$ cat src/tpg_pkg.sv
package tpg_pkg;

  // ****************************************
  // Register offsets
  // ****************************************
  localparam logic [8:0] OFS_A_DATA    = 9'h005;
  localparam logic [8:0] OFS_B_DATA    = 9'h006;
  localparam logic [8:0] OFS_B_DATA_HI = 9'h106;
  localparam logic [8:0] OFS_C_DATA    = 9'h007;
  localparam logic [8:0] OFS_OPTION    = 9'h081;
  localparam logic [8:0] OFS_OPTION_HI = 9'h181;
  localparam logic [8:0] OFS_A_DIR     = 9'h085;
  localparam logic [8:0] OFS_B_DIR     = 9'h086;
  localparam logic [8:0] OFS_B_DIR_HI  = 9'h186;
  localparam logic [8:0] OFS_C_DIR     = 9'h087;
  localparam logic [8:0] OFS_ANALOG    = 9'h09f;
  localparam logic [8:0] OFS_IRQ_CTRL  = 9'h00b;

  // ****************************************
  // Fields and reset values
  // ****************************************
  localparam int         OPT_PULLUP_N_BIT = 7;
  localparam int         OPT_EDGE_BIT     = 6;
  localparam int         IRQ_CHANGE_BIT   = 0;
  localparam int         IRQ_EXT_BIT      = 1;
  localparam int         ANALOG_ADFM_BIT  = 7;
  localparam logic [7:0] OPTION_RST       = 8'hff;
  localparam logic [5:0] A_DIR_RST        = 6'h3f;
  localparam logic [7:0] DIR_RST          = 8'hff;
  localparam logic [7:0] ANALOG_RST       = 8'h00;
  localparam logic [7:0] ANALOG_MASK      = 8'h8f;
  localparam logic [3:0] CHANGE_MASK      = 4'hf;
  localparam logic [7:0] ZERO8            = 8'h00;
  localparam logic [3:0] ALL_DIGITAL_A    = 4'h6;

  typedef struct packed {
    logic [8:0] addr;
    logic [7:0] wdata;
    logic       wr;
    logic       rd;
  } tpg_bus_t;

  typedef struct packed {
    logic [7:0] out;
    logic [7:0] oe;
  } tpg_pins_t;

endpackage

$ cat src/tpg_gpio.sv
// Operation
// - Port B eight bidirectional bits
// - B direction one floats, zero drives latch
// - Port C eight bits, same direction rule
// - Option bit 7 low enables B pull-ups
// - Output pins lose their pull-up
// - Power-on: pull-ups off, option all ones
// - Only input pins 7:4 detect change
// - Compare against value latched at read
// - OR of mismatches sets change flag
// - Change flag wakes device from sleep
// - Any B read or write refreshes latch
// - Flag re-sets while mismatch persists
// - B pin 0 external irq, option bit 6 edge
// - Peripheral overrides C direction bit
// - Select muxes latch or peripheral output
// - B and C directions reset to ones
// - B, dir, option at two addresses
// - A bits 7:6 read zero, dir 3f
// - Port A six bidirectional bits
// - Reads return pins, writes update latch
// - Power-on: A analog pins read zero
`timescale 1ns/1ps
`default_nettype none

module tpg_gpio (
  input  wire logic       REF_CLK,
  input  wire logic       RESET,
  input  wire logic       POR,
  input  wire logic [8:0] ADDR,
  input  wire logic [7:0] WDATA,
  input  wire logic       WR,
  input  wire logic       RD,
  output var  logic [7:0] RDATA,
  input  wire logic [5:0] PA_IN,
  output var  logic [5:0] PA_OUT,
  output var  logic [5:0] PA_OE,
  input  wire logic [7:0] PB_IN,
  output var  logic [7:0] PB_OUT,
  output var  logic [7:0] PB_OE,
  output var  logic [7:0] PB_PULLUP,
  input  wire logic [7:0] PC_IN,
  output var  logic [7:0] PC_OUT,
  output var  logic [7:0] PC_OE,
  input  wire logic [7:0] PERIPH_SEL,
  input  wire logic [7:0] PERIPH_OUT,
  input  wire logic [7:0] PERIPH_OE,
  input  wire logic [7:0] PERIPH_FORCE_IN,
  output var  logic       CHANGE_IRQ,
  output var  logic       EXT_IRQ,
  output var  logic       WAKE,
  output var  logic [3:0] ANALOG_CFG
);

  // ****************************************
  // Bus decode
  // ****************************************
  tpg_pkg::tpg_bus_t bus;
  assign bus = '{addr: ADDR, wdata: WDATA, wr: WR, rd: RD};

  function automatic logic hit(input logic [8:0] a, input logic [8:0] lo, input logic [8:0] hi);
    hit = (a == lo) || (a == hi);
  endfunction

  logic wr_a;
  logic wr_b;
  logic wr_c;
  logic wr_opt;
  logic wr_adir;
  logic wr_bdir;
  logic wr_cdir;
  logic wr_an;
  logic wr_irq;
  logic rd_b;
  assign wr_a    = bus.wr && bus.addr == tpg_pkg::OFS_A_DATA;
  assign wr_b    = bus.wr && hit(bus.addr, tpg_pkg::OFS_B_DATA, tpg_pkg::OFS_B_DATA_HI);
  assign wr_c    = bus.wr && bus.addr == tpg_pkg::OFS_C_DATA;
  assign wr_opt  = bus.wr && hit(bus.addr, tpg_pkg::OFS_OPTION, tpg_pkg::OFS_OPTION_HI);
  assign wr_adir = bus.wr && bus.addr == tpg_pkg::OFS_A_DIR;
  assign wr_bdir = bus.wr && hit(bus.addr, tpg_pkg::OFS_B_DIR, tpg_pkg::OFS_B_DIR_HI);
  assign wr_cdir = bus.wr && bus.addr == tpg_pkg::OFS_C_DIR;
  assign wr_an   = bus.wr && bus.addr == tpg_pkg::OFS_ANALOG;
  assign wr_irq  = bus.wr && bus.addr == tpg_pkg::OFS_IRQ_CTRL;
  assign rd_b    = bus.rd && hit(bus.addr, tpg_pkg::OFS_B_DATA, tpg_pkg::OFS_B_DATA_HI);

  // ****************************************
  // Registers
  // ****************************************
  logic [5:0] a_lat_q;
  logic [5:0] a_dir_q;
  logic [7:0] b_lat_q;
  logic [7:0] b_dir_q;
  logic [7:0] c_lat_q;
  logic [7:0] c_dir_q;
  logic [7:0] opt_q;
  logic [7:0] an_q;

  // ****************************************
  // Data latches
  // ****************************************
  // Latches keep their value on every reset; power-on value is arbitrary
  always_ff @(posedge REF_CLK) begin
    if (wr_a) begin
      a_lat_q <= bus.wdata[5:0];
    end
  end

  always_ff @(posedge REF_CLK) begin
    if (wr_b) begin
      b_lat_q <= bus.wdata;
    end
  end

  always_ff @(posedge REF_CLK) begin
    if (wr_c) begin
      c_lat_q <= bus.wdata;
    end
  end

  // ****************************************
  // Direction and option registers
  // ****************************************
  // Every reset returns the pins to inputs, so nothing drives before software asks
  always_ff @(posedge REF_CLK) begin
    if (RESET) begin
      a_dir_q <= tpg_pkg::A_DIR_RST;
    end else if (wr_adir) begin
      a_dir_q <= bus.wdata[5:0];
    end
  end

  always_ff @(posedge REF_CLK) begin
    if (RESET) begin
      b_dir_q <= tpg_pkg::DIR_RST;
    end else if (wr_bdir) begin
      b_dir_q <= bus.wdata;
    end
  end

  always_ff @(posedge REF_CLK) begin
    if (RESET) begin
      c_dir_q <= tpg_pkg::DIR_RST;
    end else if (wr_cdir) begin
      c_dir_q <= bus.wdata;
    end
  end

  // Option resets to all ones, which also leaves the pull-ups off
  always_ff @(posedge REF_CLK) begin
    if (RESET) begin
      opt_q <= tpg_pkg::OPTION_RST;
    end else if (wr_opt) begin
      opt_q <= bus.wdata;
    end
  end

  // Analog config only cleared on power-on, as other resets leave it
  always_ff @(posedge REF_CLK) begin
    if (RESET && POR) begin
      an_q <= tpg_pkg::ANALOG_RST;
    end else if (wr_an) begin
      an_q <= bus.wdata & tpg_pkg::ANALOG_MASK;
    end
  end

  // ****************************************
  // Pin drive
  // ****************************************
  logic [7:0] c_oe_d, c_out_d;
  always_comb begin
    for (int i = 0; i < 8; i++) begin
      if (PERIPH_SEL[i]) begin
        c_out_d[i] = PERIPH_OUT[i];
        c_oe_d[i]  = PERIPH_OE[i] && !PERIPH_FORCE_IN[i];
      end else begin
        c_out_d[i] = c_lat_q[i];
        c_oe_d[i]  = !c_dir_q[i];
      end
    end
  end

  // ****************************************
  // Port A drive
  // ****************************************
  always_ff @(posedge REF_CLK) begin
    if (RESET) begin
      PA_OE  <= '0;
      PA_OUT <= '0;
    end else begin
      PA_OE  <= ~a_dir_q;
      PA_OUT <= a_lat_q;
    end
  end

  // ****************************************
  // Port B drive and pull-ups
  // ****************************************
  always_ff @(posedge REF_CLK) begin
    if (RESET) begin
      PB_OE  <= '0;
      PB_OUT <= '0;
    end else begin
      PB_OE  <= ~b_dir_q;
      PB_OUT <= b_lat_q;
    end
  end

  // Pull-up follows the direction bit, so a pin never pulls against its own driver
  always_ff @(posedge REF_CLK) begin
    if (RESET) begin
      PB_PULLUP <= '0;
    end else begin
      PB_PULLUP <= {8{~opt_q[tpg_pkg::OPT_PULLUP_N_BIT]}} & b_dir_q;
    end
  end

  // ****************************************
  // Port C drive
  // ****************************************
  always_ff @(posedge REF_CLK) begin
    if (RESET) begin
      PC_OE  <= '0;
      PC_OUT <= '0;
    end else begin
      PC_OE  <= c_oe_d;
      PC_OUT <= c_out_d;
    end
  end

  // ****************************************
  // Change detect and external interrupt
  // ****************************************
  logic [3:0] snap_q;
  logic [3:0] mismatch;
  logic       chg_q;
  logic       ext_q;
  logic       pin0_q;
  logic       ext_edge;
  logic       clr_chg;
  logic       clr_ext;
  // Snapshot refreshed on any port B access; polling ends a mismatch but cannot hide a change from the flag
  // Reset takes the pins as they stand, so no false mismatch follows it
  always_ff @(posedge REF_CLK) begin
    if (RESET) begin
      snap_q <= PB_IN[7:4];
    end else if (rd_b || wr_b) begin
      snap_q <= PB_IN[7:4];
    end
  end
  assign mismatch = (PB_IN[7:4] ^ snap_q) & b_dir_q[7:4] & tpg_pkg::CHANGE_MASK;

  // ****************************************
  // External interrupt edge
  // ****************************************
  // Sampled through reset too, so a pin idling high gives no false edge
  always_ff @(posedge REF_CLK) begin
    pin0_q <= PB_IN[0];
  end

  assign ext_edge = opt_q[tpg_pkg::OPT_EDGE_BIT] ? (PB_IN[0] && !pin0_q)
                                                : (!PB_IN[0] && pin0_q);

  // ****************************************
  // Interrupt flags
  // ****************************************
  // Writing zero clears a flag; writing one leaves it alone
  function automatic logic sw_clear(input logic w, input logic [7:0] d, input int b);
    sw_clear = w && !d[b];
  endfunction

  assign clr_chg = sw_clear(wr_irq, bus.wdata, tpg_pkg::IRQ_CHANGE_BIT);
  assign clr_ext = sw_clear(wr_irq, bus.wdata, tpg_pkg::IRQ_EXT_BIT);

  // Set wins over a software clear in the same cycle
  always_ff @(posedge REF_CLK) begin
    if (RESET) begin
      chg_q <= '0;
    end else begin
      chg_q <= (|mismatch) || (chg_q && !clr_chg);
    end
  end

  always_ff @(posedge REF_CLK) begin
    if (RESET) begin
      ext_q <= '0;
    end else begin
      ext_q <= ext_edge || (ext_q && !clr_ext);
    end
  end

  // ****************************************
  // Interrupt outputs
  // ****************************************
  always_ff @(posedge REF_CLK) begin
    if (RESET) begin
      CHANGE_IRQ <= '0;
    end else begin
      CHANGE_IRQ <= chg_q;
    end
  end

  always_ff @(posedge REF_CLK) begin
    if (RESET) begin
      EXT_IRQ <= '0;
    end else begin
      EXT_IRQ <= ext_q;
    end
  end

  // Own flop, so the sleeping core sees wake without any gating in between
  always_ff @(posedge REF_CLK) begin
    if (RESET) begin
      WAKE <= '0;
    end else begin
      WAKE <= chg_q || ext_q;
    end
  end

  // ****************************************
  // Analog configuration
  // ****************************************
  always_ff @(posedge REF_CLK) begin
    if (RESET) begin
      ANALOG_CFG <= '0;
    end else begin
      ANALOG_CFG <= an_q[3:0];
    end
  end

  // ****************************************
  // Read data
  // ****************************************
  function automatic logic [7:0] pins_a(input logic [5:0] p, input logic [3:0] cfg);
    // Analog-configured pins read zero; only all-digital codes expose them
    pins_a = (cfg[3:1] == tpg_pkg::ALL_DIGITAL_A[3:1]) ? {2'h0, p} : {3'h0, p[4], 4'h0};
  endfunction

  logic [7:0] rd_d;
  always_comb begin
    rd_d = tpg_pkg::ZERO8;
    if (bus.rd) begin
      unique case (1'b1)
        bus.addr == tpg_pkg::OFS_A_DATA: rd_d = pins_a(PA_IN, an_q[3:0]);
        hit(bus.addr, tpg_pkg::OFS_B_DATA, tpg_pkg::OFS_B_DATA_HI): rd_d = PB_IN;
        bus.addr == tpg_pkg::OFS_C_DATA: rd_d = PC_IN;
        hit(bus.addr, tpg_pkg::OFS_OPTION, tpg_pkg::OFS_OPTION_HI): rd_d = opt_q;
        bus.addr == tpg_pkg::OFS_A_DIR: rd_d = {2'h0, a_dir_q};
        hit(bus.addr, tpg_pkg::OFS_B_DIR, tpg_pkg::OFS_B_DIR_HI): rd_d = b_dir_q;
        bus.addr == tpg_pkg::OFS_C_DIR: rd_d = c_dir_q;
        bus.addr == tpg_pkg::OFS_ANALOG: rd_d = an_q;
        bus.addr == tpg_pkg::OFS_IRQ_CTRL: rd_d = {6'h00, ext_q, chg_q};
        default: rd_d = tpg_pkg::ZERO8;
      endcase
    end
  end

  // Read data stands one cycle, then returns to zero
  always_ff @(posedge REF_CLK) begin
    if (RESET) begin
      RDATA <= '0;
    end else begin
      RDATA <= rd_d;
    end
  end

endmodule

`default_nettype wire

$ cat config.mk
export PLATFORM = sky130hd
export DESIGN_NAME = tpg_gpio
export DESIGN_NICKNAME = d
export VERILOG_FILES = /design/src/tpg_pkg.sv /design/src/tpg_gpio.sv
export SDC_FILE = /design/constraint.sdc
export NUM_CORES = 1
export LEC_CHECK = 0
export BUFFER_PORTS_ARGS = -buffer_cell sky130_fd_sc_hd__buf_2
export CAP_MARGIN = 20
export CELL_PAD_IN_SITES_DETAIL_PLACEMENT = 1
export CELL_PAD_IN_SITES_GLOBAL_PLACEMENT = 2
export CORE_MARGIN = 2
export CORE_UTILIZATION = 34
export CTS_BUF_LIST = sky130_fd_sc_hd__clkbuf_4 sky130_fd_sc_hd__clkbuf_8 sky130_fd_sc_hd__clkbuf_16
export DETAILED_ROUTE_END_ITERATION = 10
export GPL_ROUTABILITY_DRIVEN = 0
export PLACE_DENSITY = 0.83
export SYNTH_ARGS = -nofsm -noshare
export SYNTH_HDL_FRONTEND = slang
export SYNTH_SLANG_ARGS = --single-unit
$ cat constraint.sdc
create_clock -name REF_CLK -period 4.22 [get_ports REF_CLK]
set_input_delay 0.211 -clock REF_CLK [delete_from_list [all_inputs] [get_ports REF_CLK]]
set_output_delay 0.211 -clock REF_CLK [all_outputs]
set_load 0.01 [all_outputs]
* Word-level counts from Yosys, hierarchy flattened *
Index checks and enable logic that the tools add are counted.

storage, ports and cells
  output and inout bits = 67
  bits in registers = 131
  word-level logic and storage cells = 122
  bits of input ports = 76

cells by class
  bitwise logic cells = 7
  multiplexer cells = 21
  reduce and logical (&&, ||, !) cells = 57
  eq/ne operators = 13

operators with widths
  cell                                                                   number
  8-bit one-hot mux with 9 select lines                                  1
  9-bit by 8-bit equality test with 1-bit output, second input constant  5
  9-bit by 3-bit equality test with 1-bit output, second input constant  3
  9-bit equality test, second input constant                             3
  1-bit logical AND                                                      25
  1-bit zero test                                                        22
  1-bit 2-to-1 mux                                                       17
  9-bit by 4-bit equality test with 1-bit output, second input constant  1
  8-bit bitwise AND                                                      1
  4-bit 2-to-1 mux                                                       2
  8-bit NOT                                                              1
  1-bit logical OR                                                       7
  6-bit 2-to-1 mux                                                       1
  6-bit NOT                                                              1
  4-bit bitwise AND                                                      1
  4-bit OR reduction                                                     1
  4-bit bitwise XOR                                                      1
  3-bit by 2-bit equality test with 1-bit output, second input constant  1
  1-bit NOT                                                              2
  2-bit nonzero test                                                     1
  2-bit OR reduction                                                     1

* Depth between registers and ports, before layout *
Gate-level depths: netlist (run 1).

  depth after elaboration = 6
  depth in mapped cells = 7

* Least setup slack after synthesis (run 1) *
OpenSTA, ideal clock, no wires.

  path kind = input port to flip-flop
  from = in ADDR[4]
  to = reg a_lat_q[0], enable pin
  stages on the path = 4
  setup slack = 2.595 ns
  buffers on the path = 1
  data arrival time = 1.276 ns
  setup time = 0.350 ns
  required time = 3.870 ns
  cells stage by stage = nor4_2 > clkbuf_1 > nand2_1 > nor2_1

on the way
  word-level cells in the longest chain between the ends = 2

ends and longest elaborated chain
  what                                            RTL line         text
  start: declaration                              tpg_gpio.sv:30   input wire logic [8:0] ADDR,
  9-bit by 3-bit equality test with 1-bit output  tpg_gpio.sv:75   assign wr_a = bus.wr && bus.addr == tpg_pkg::OFS_A_DATA;
  1-bit logical AND                               tpg_gpio.sv:75
  via wr_a                                        tpg_gpio.sv:65   logic wr_a;
  end signal: assignment                          tpg_gpio.sv:104  a_lat_q <= bus.wdata[5:0];
  end: declaration                                tpg_gpio.sv:89   logic [5:0] a_lat_q;

The timed path passes the listed nets, and every way through them passes these cells.
A chain may end at the register's enable or synchronous reset.

* Worst setup path after layout (run 1) *
  from = in ADDR[4]
  to = reg b_dir_q[5]

on the way
  word-level cells in the longest chain between the ends = 3

ends and longest elaborated chain
  what                                                                                   RTL line         text
  9-bit by 8-bit equality test with 1-bit output or 9-bit equality test (tied branches)  tpg_gpio.sv:62   hit = (a == lo) || (a == hi);
  1-bit logical OR *                                                                     tpg_gpio.sv:62
  1-bit logical AND *                                                                    tpg_gpio.sv:80   assign wr_bdir = bus.wr && hit(bus.addr, tpg_pkg::OFS_B_DIR, tpg_pkg::OFS_B_DIR_HI);
  end signal: assignment                                                                 tpg_gpio.sv:134  b_dir_q <= tpg_pkg::DIR_RST;
  end signal: assignment                                                                 tpg_gpio.sv:136  b_dir_q <= bus.wdata;
  end: declaration                                                                       tpg_gpio.sv:92   logic [7:0] b_dir_q;

Mark *: on every way between the ends. The rest lies on a longest branch, timed or not.

==> metrics.md, run 1 <==
| Metric | Value |
|---|---|
| Min-Delay Path Class | `input port to flip-flop` |
| Die W | `between 100 and 150 um` |
| TritonCTS buffer count | `17` |
| Dominant cells by area after synthesis | `dfxtp_1 (44%), edfxtp_1 (16%), mux2i_1 (6.1%)` |
| Cell row count | `between 40 and 50` |
| First-pass GRT wire length | `21300 um` |
| Initial Utilization | `between 30% and 40%` |
| Syn Std Cell Area | `0.00474 mm^2` |
| DRC | `0` |
| Ports | `around 140` |
| Routed vias | `between 3000 and 4000` |
| Non-Filler Instances | `775` |
| Core Area | `0.0137 mm^2` |
| Clock-pin slew on the worst setup and hold paths | `~60 ps` |
| Util after Layout | `a little under half` |
| Die area | `roughly 0.015 mm^2` |
| CTS Buffer Depth | `2` |
| Leakage | `~2.9 nW` |
| H-Tree Depth | `4` |
| VDD IR max | `~0.24 mV` |
| Data arrival, critical path | `around 2100 ps` |
| Tot GR Track Use | `roughly 20%` |
| Worst flop-to-flop path startpoint | `an_q[1]$_SDFFE_PP0P_` |
| Yosys cell types | `45` |
| Clock Latency Late Sink | `about 420 ps` |
| Syn Nets | `about 510` |
| Routed vias/inst | `4.94` |
| HPWL after DPL | `slightly above 10000 um` |
| YS warnings | `0` |
| CP endpoint kind | `flip-flop` |
| Port bufs | `between 100 and 150` |
| Mapped Avg Cell Area | `around 11 um^2` |
| Initial antenna violation count | `0` |
| Hold path start | `PB_IN[4]` |
| Run status | `finished clean` |
| Post-route ant nets | `0` |
| Share of the synthesized area in the top cell type | `between 40% and 50%` |
| Cell seen most often among critical-path stages | `nand2_1` |
| Critical path peak fanout | `16` |
| Final hold violations | `0` |
| Post-synthesis cell count | `438` |
| Crit path kind | `input port to flip-flop` |
| GRT overflow | `0` |
| Root buffer cell | `clkbuf_16` |
| Crit. Startpoint | `ADDR[4]` |
| RSZ-0062 raised after global routing | `no` |
| Post-synthesis sequential area ratio | `about three fifths` |
| Relative slew slack | `43.2%` |
| Vias in the first global route | `roughly 3800` |
| CTS tree | `built` |
| Share of cells above drive strength 1 | `between 30% and 40%` |
| CP Launch Type | `input port` |
| Die H | `approximately 120 um` |
| Setup tns final | `0 ps` |
| Actual slew at the worst max-slew pin | `848 ps` |
| Req. time, crit path | `~4500 ps` |
| Power per cell area | `between 400 and 500 mW/mm^2` |
| Finish-stage setup viols | `0` |
| DRT iter0 DRCs | `a little over 200` |
| Dpl cells | `742` |
| Min Tclk post-route | `roughly 1800 ps` |
| Clk_skew | `approximately 11 ps` |
| Max stage delay on crit path | `between 700 and 800 ps` |
| #FFs+latches synth | `between 100 and 150` |
| Fmax | `about 0.54 GHz` |
| Slowest cell on the critical path | `nor4b_4` |
| Clock Sinks | `~130` |
| First-pass DRT Iterations | `8` |
| Final Slew Violations | `0` |
| Layout area overhead | `30.8%` |
| Fin crit share | `between 40% and 50%` |
| N_diodes | `0` |
| Pin count of the biggest net entering global routing | `59` |
| Post-layout nets | `roughly 660` |
| CP Cell Sequence | `buf_2 -> nor4b_4 -> and2_1 -> nand2_1 -> nand2_1 -> nand3_1` |
| Total Routed Length | `between 10000 and 15000 um` |
| Routed WL per cell | `around 18 um` |
| Number of max-cap violations | `0` |
| Cell type with the largest total area after synthesis | `dfxtp_1` |
flip-flops by register name (all words and copies together) (netlist names), 4 cells and up:
register / cells
an_q: 5
ANALOG_CFG: 4
c_lat_q: 8
PB_OE: 8
PC_OE: 8
a_dir_q: 6
a_lat_q: 6
PC_OUT: 8
c_dir_q: 8
RDATA: 8
PB_PULLUP: 8
PB_OUT: 8
PA_OE: 6
opt_q: 8
b_dir_q: 8
b_lat_q: 8
snap_q: 4
PA_OUT: 6
worst max-delay path: cells and delay by family:
family	cells	cell delay [ps]
AND/OR/NAND/NOR	5	1750
buffers and inverters	1	160
logic make-up after synthesis:
| family | Yosys count | synth area share [%] |
|---|---|---|
| xor+xnor | 4 | 0.740 |
| simple gates | 188 | 20.2 |
| buf+inv | 27 | 2.77 |
| mux | 29 | 6.13 |
| compound gates | 59 | 9.33 |
| flops | 131 | 60.9 |
through the flow:
step                      hold slack, ps  cell area, um^2  setup WS (ps)  power, W
after floorplan                      239             4740           2590   0.00139
after global placement               394             5590           2050   0.00147
after detailed placement             396             5590           1970   0.00147
after CTS                           5.88             6200           2410   0.00295
after global routing                6.86             6200           2190   0.00303
final                               15.3             6200           2380   0.00292
layout by cell type (no fill, tap or decap), drive strengths merged, types with 2 or more instances in the layout:
cell type / n
buf: 145
dfxtp: 105
nand2: 69
nor2: 43
mux2i: 29
edfxtp: 26
nor2b: 21
nand3: 21
clkbuf: 21
a21oi: 12
and2: 11
a22o: 9
o22a: 8
inv: 8
a31oi: 6
and3: 5
a221oi: 5
a222oi: 5
a22oi: 5
xor2: 4
clkinvlp: 4
o21ai: 3
nor4b: 3
clkinv: 3
nor4: 3
nand4: 2
or2: 2
bufinv: 2
nor3b: 2
a21o: 2
layer usage:
layer / routed length (um) / share of wire (%) / vias to the layer above / track usage, %
met1: 6340 / 45 / 1855 / 25.7
met5: 0 / 0 / - / 0
met2: 6610 / 47 / 127 / 30.4
met3: 860 / 6.1 / 18 / 6.04
met4: 232 / 1.7 / 0 / 6.54
li1: - / - / 1828 / -
path summary, 6_finish.rpt:
| path | endpoint | slack [ps] | depth (start not counted) |
|---|---|---|---|
| worst min register to register | PA_OE[4]$_SDFF_PP0_ | 460 | 1 |
| worst max register to register | RDATA[2]$_SDFF_PP0_ | 2820 | 4 |
| worst min-delay path | snap_q[0]$_DFFE_PP_ | 20 | 1 |
| worst max-delay path | b_dir_q[5]$_SDFFE_PP1P_ | 2380 | 6 |
power breakdown:
group          switching (W)  internal, W
clock               0.000549     0.000925
combinational      0.0000879    0.0000591
sequential        0.00000604      0.00129
total               0.000643      0.00228
final cells by class:
cell class                      instances  area (um^2)
Fill cell                            1574         7520
Sequential cell                       131         2880
Multi-Input combinational cell        280         1720
Timing Repair Buffer                  146          743
Clock buffer                           21          473
Tap cell                              180          225
Clock inverter                         11          128
Inverter                                6         22.5
repair_timing:
item,CTS,global route
buffers inserted,0,0
endpoints found under the hold margin,1,0
hold buffers,1,0
resized for setup,0,0
Yosys cell counts:
master / number
clkbuf_1: 14
o22a_1: 8
a21o_1: 1
nor3b_1: 1
and4bb_1: 1
a32o_1: 1
a221oi_1: 5
nor3_4: 1
nand4b_1: 1
a22o_1: 9
xor2_1: 4
a21o_2: 1
nor3b_2: 1
or4_4: 1
nand2b_1: 1
o22ai_1: 1
nand3_2: 1
edfxtp_1: 26
a21oi_1: 12
buf_2: 3
nor4b_4: 1
nor4_2: 1
nand3_1: 20
buf_6: 3
nor2b_1: 21
dfxtp_1: 105
nor4_1: 1
and3_1: 5
a222oi_1: 5
mux2i_1: 29
a32oi_1: 1
nor4b_1: 2
nand2_1: 69
nor2_1: 43
a22oi_1: 5
o31ai_1: 1
nand4bb_1: 1
or2_1: 2
nand4_1: 2
and2_1: 11
inv_1: 6
o21ai_1: 3
nor4_4: 1
buf_4: 1
a31oi_1: 6
Power figures use the tool's default switching activity.
==> run 2: changes to the inputs <==
Settings changed: CORE_UTILIZATION 34 to 31, PLACE_DENSITY 0.83 to 0.77.
Clock period 4.22 ns to 1.7 ns, I/O delays scaled along.
==> run 2 against run 1 <==
Compared with the run above:
- worst setup slack worse by 2000 ps
- cell count is 8.3% higher
- critical path type is now flip-flop to flip-flop
- clock skew is 5.6 ps lower
- critical endpoint is now PC_OE[6]$_SDFF_PP0_
==> metrics.md, run 2 (synthesized netlist as in run 1, its figures left out) <==
| Metric | Value |
|---|---|
| Run status | `finished clean` |
| TritonCTS buffer count | `17 (unchanged)` |
| Leakage | `3.10 nW (+8.0%)` |
| Number of max-cap violations | `0 (unchanged)` |
| Cell row count | `45 (+4.7%)` |
| Cell count of the worst hold path | `3 (+2)` |
| Initial Utilization | `31.4% (-3.1 points)` |
| Routed vias/inst | `4.92 (-0.36%)` |
| Min-Delay Path Class | `input port to flip-flop` |
| Routed WL per cell | `18.3 um (+1.2%)` |
| Post-layout nets | `714 (+8.5%)` |
| Clk_skew | `5.62 ps (-5.57 ps)` |
| GRT overflow | `0 (unchanged)` |
| Vias in the first global route | `4302 (+13%)` |
| VDD IR max | `0.706 mV (+190%)` |
| Critical path peak fanout | `3 (-13)` |
| HPWL after DPL | `10700 um (+5.0%)` |
| CP Launch Type | `flip-flop` |
| Initial antenna violation count | `0 (unchanged)` |
| Min Tclk post-route | `approximately 1300 ps` |
| First-pass DRT Iterations | `6 (-2)` |
| Clock Latency Late Sink | `420 ps (about the same)` |
| Final instance area | `0.00673 mm^2 (+8.5%)` |
| Layout area overhead | `42.0%` |
| R2R Path End | `PC_OE[6]$_SDFF_PP0_` |
| Reg2Reg Setup Slack | `390 ps (-2430 ps)` |
| Data arrival, critical path | `1600 ps (-520 ps)` |
| N_diodes | `0 (unchanged)` |
| DRT iter0 DRCs | `221 (+7.8%)` |
| Ports | `143 (unchanged)` |
| Worst flop-to-flop path startpoint | `c_dir_q[6]$_SDFFE_PP1P_` |
| Routed vias | `4129 (+7.9%)` |
| Core Area | `0.0151 mm^2 (+10%)` |
| Dpl cells | `766 (+3.2%)` |
| Root buffer cell | `clkbuf_16` |
| Min-Delay Endpoint | `RDATA[1]$_SDFF_PP0_` |
| Power per cell area | `1080 mW/mm^2 (+130%)` |
| Die W | `128 um (+4.6%)` |
| Die area | `0.0163 mm^2 (+9.4%)` |
| Worst Slack Setup Final | `393 ps (-1990 ps)` |
| Die H | `128 um (+4.6%)` |
| Fmax | `about 0.76 GHz` |
| CTS Buffer Depth | `2 (unchanged)` |
| Crit path kind | `flip-flop to flip-flop` |
| Share of cells above drive strength 1 | `30.9% (-0.22 points)` |
| Commonest non-fill, non-tap cell in the layout | `buf_2` |
| Post-CTS setup repair buffer count | `0 (unchanged)` |
| First-pass GRT wire length | `24100 um (+13%)` |
| Setup tns final | `0 ps (unchanged)` |
| Cells on worst reg2reg path | `3 (-1)` |
| CTS tree | `built` |
| Commonest cells after routing, fill and taps aside | `buf_2 (142), dfxtp_1 (105), nand2_1 (69), nor2_1 (43), dlygate4sd3_1 (41)` |
| Port bufs | `142 (unchanged)` |
| H-Tree Depth | `4 (unchanged)` |
| Post-route ant nets | `0 (unchanged)` |
| Final hold violations | `0 (unchanged)` |
| Relative slew slack | `59.6% (+16 points)` |
| Dpl ws | `6.91 ps (-1960 ps)` |
| Total Routed Length | `15400 um (+9.6%)` |
| Crit. Startpoint | `c_dir_q[6]$_SDFFE_PP1P_` |
| CP endpoint kind | `flip-flop` |
| Req. time, crit path | `2000 ps (-2500 ps)` |
| Number of fill cells | `1714 (+8.9%)` |
| Tot GR Track Use | `19.8% (+0.34 points)` |
| DRC | `0 (unchanged)` |
| Placed cell area | `0.00573 mm^2 (+2.6%)` |
| RSZ-0062 raised after global routing | `no` |
| Fin crit share | `between 70% and 80%` |
| Pin count of the biggest net entering global routing | `37 (-37%)` |
| Clock-pin slew on the worst setup and hold paths | `60 ps (about the same)` |
| Hold path start | `PA_IN[1]` |
| Clock Sinks | `131 (unchanged)` |
| Actual slew at the worst max-slew pin | `605 ps (-243 ps)` |
| Non-Filler Instances | `839 (+8.3%)` |
| Final Slew Violations | `0 (unchanged)` |
| Finish-stage setup viols | `0 (unchanged)` |
run 2: critical path, stage by stage, from the launching register on:
cell and delay, ps:
dfxtp_1 430, o22a_1 170, dlygate4sd3_1 540, nor2_1 40
run 2: how the worst max path moves through the flow:
| stage | slack (ps) | end | cells past startpoint |
|---|---|---|---|
| final | 390 | PC_OE[6]$_SDFF_PP0_ | 3 |
| after global routing | 320 | c_dir_q[0]$_SDFFE_PP1P_ | 6 |
| after CTS | 410 | PC_OE[5]$_SDFF_PP0_ | 3 |
| after detailed placement | 7 | c_dir_q[0]$_SDFFE_PP1P_ | 6 |
| after global placement | 100 | b_dir_q[3]$_SDFFE_PP1P_ | 6 |
| after floorplan | 200 | a_lat_q[0]$_DFFE_PP_ | 4 |
run 2: layout make-up:
class / instances / area, um^2 / area share (%)
Sequential cell: 131 / 2880 / 42.9
Multi-Input combinational cell: 280 / 1720 / 25.6
Clock inverter: 14 / 154 / 2.29
Tap cell: 188 / 235 / 3.50
Clock buffer: 18 / 433 / 6.44
Timing Repair Buffer: 202 / 1280 / 19.0
Inverter: 6 / 22.5 / 0.335
run 2: layer usage:
layer	up-vias	GRT usage, %	wire (um)
met5	-	0	0
met4	0	8.47	435
met3	28	5.23	912
met2	150	33.2	7590
met1	2016	24.2	6450
li1	1935	-	-
run 2: timing repair:
item / CTS / global route
gates resized for setup: 0 / 0
hold buffers: 41 / 0
hold endpoints to repair: 31 / 0
run 2: report_power, final:
part	internal [W]	switching, W
registers	0.00321	0.0000150
clock network	0.00219	0.00143
logic	0.000211	0.000241
run 2: through the flow:
step                util (%)  total power [W]  hold slack (ps)
detailed placement      38.0          0.00367              260
finish                  44.6          0.00729             23.4
floorplan                  -          0.00344              113
global placement        38.0          0.00366              263
CTS                     44.6          0.00737             2.43
global route            44.6          0.00755             14.6
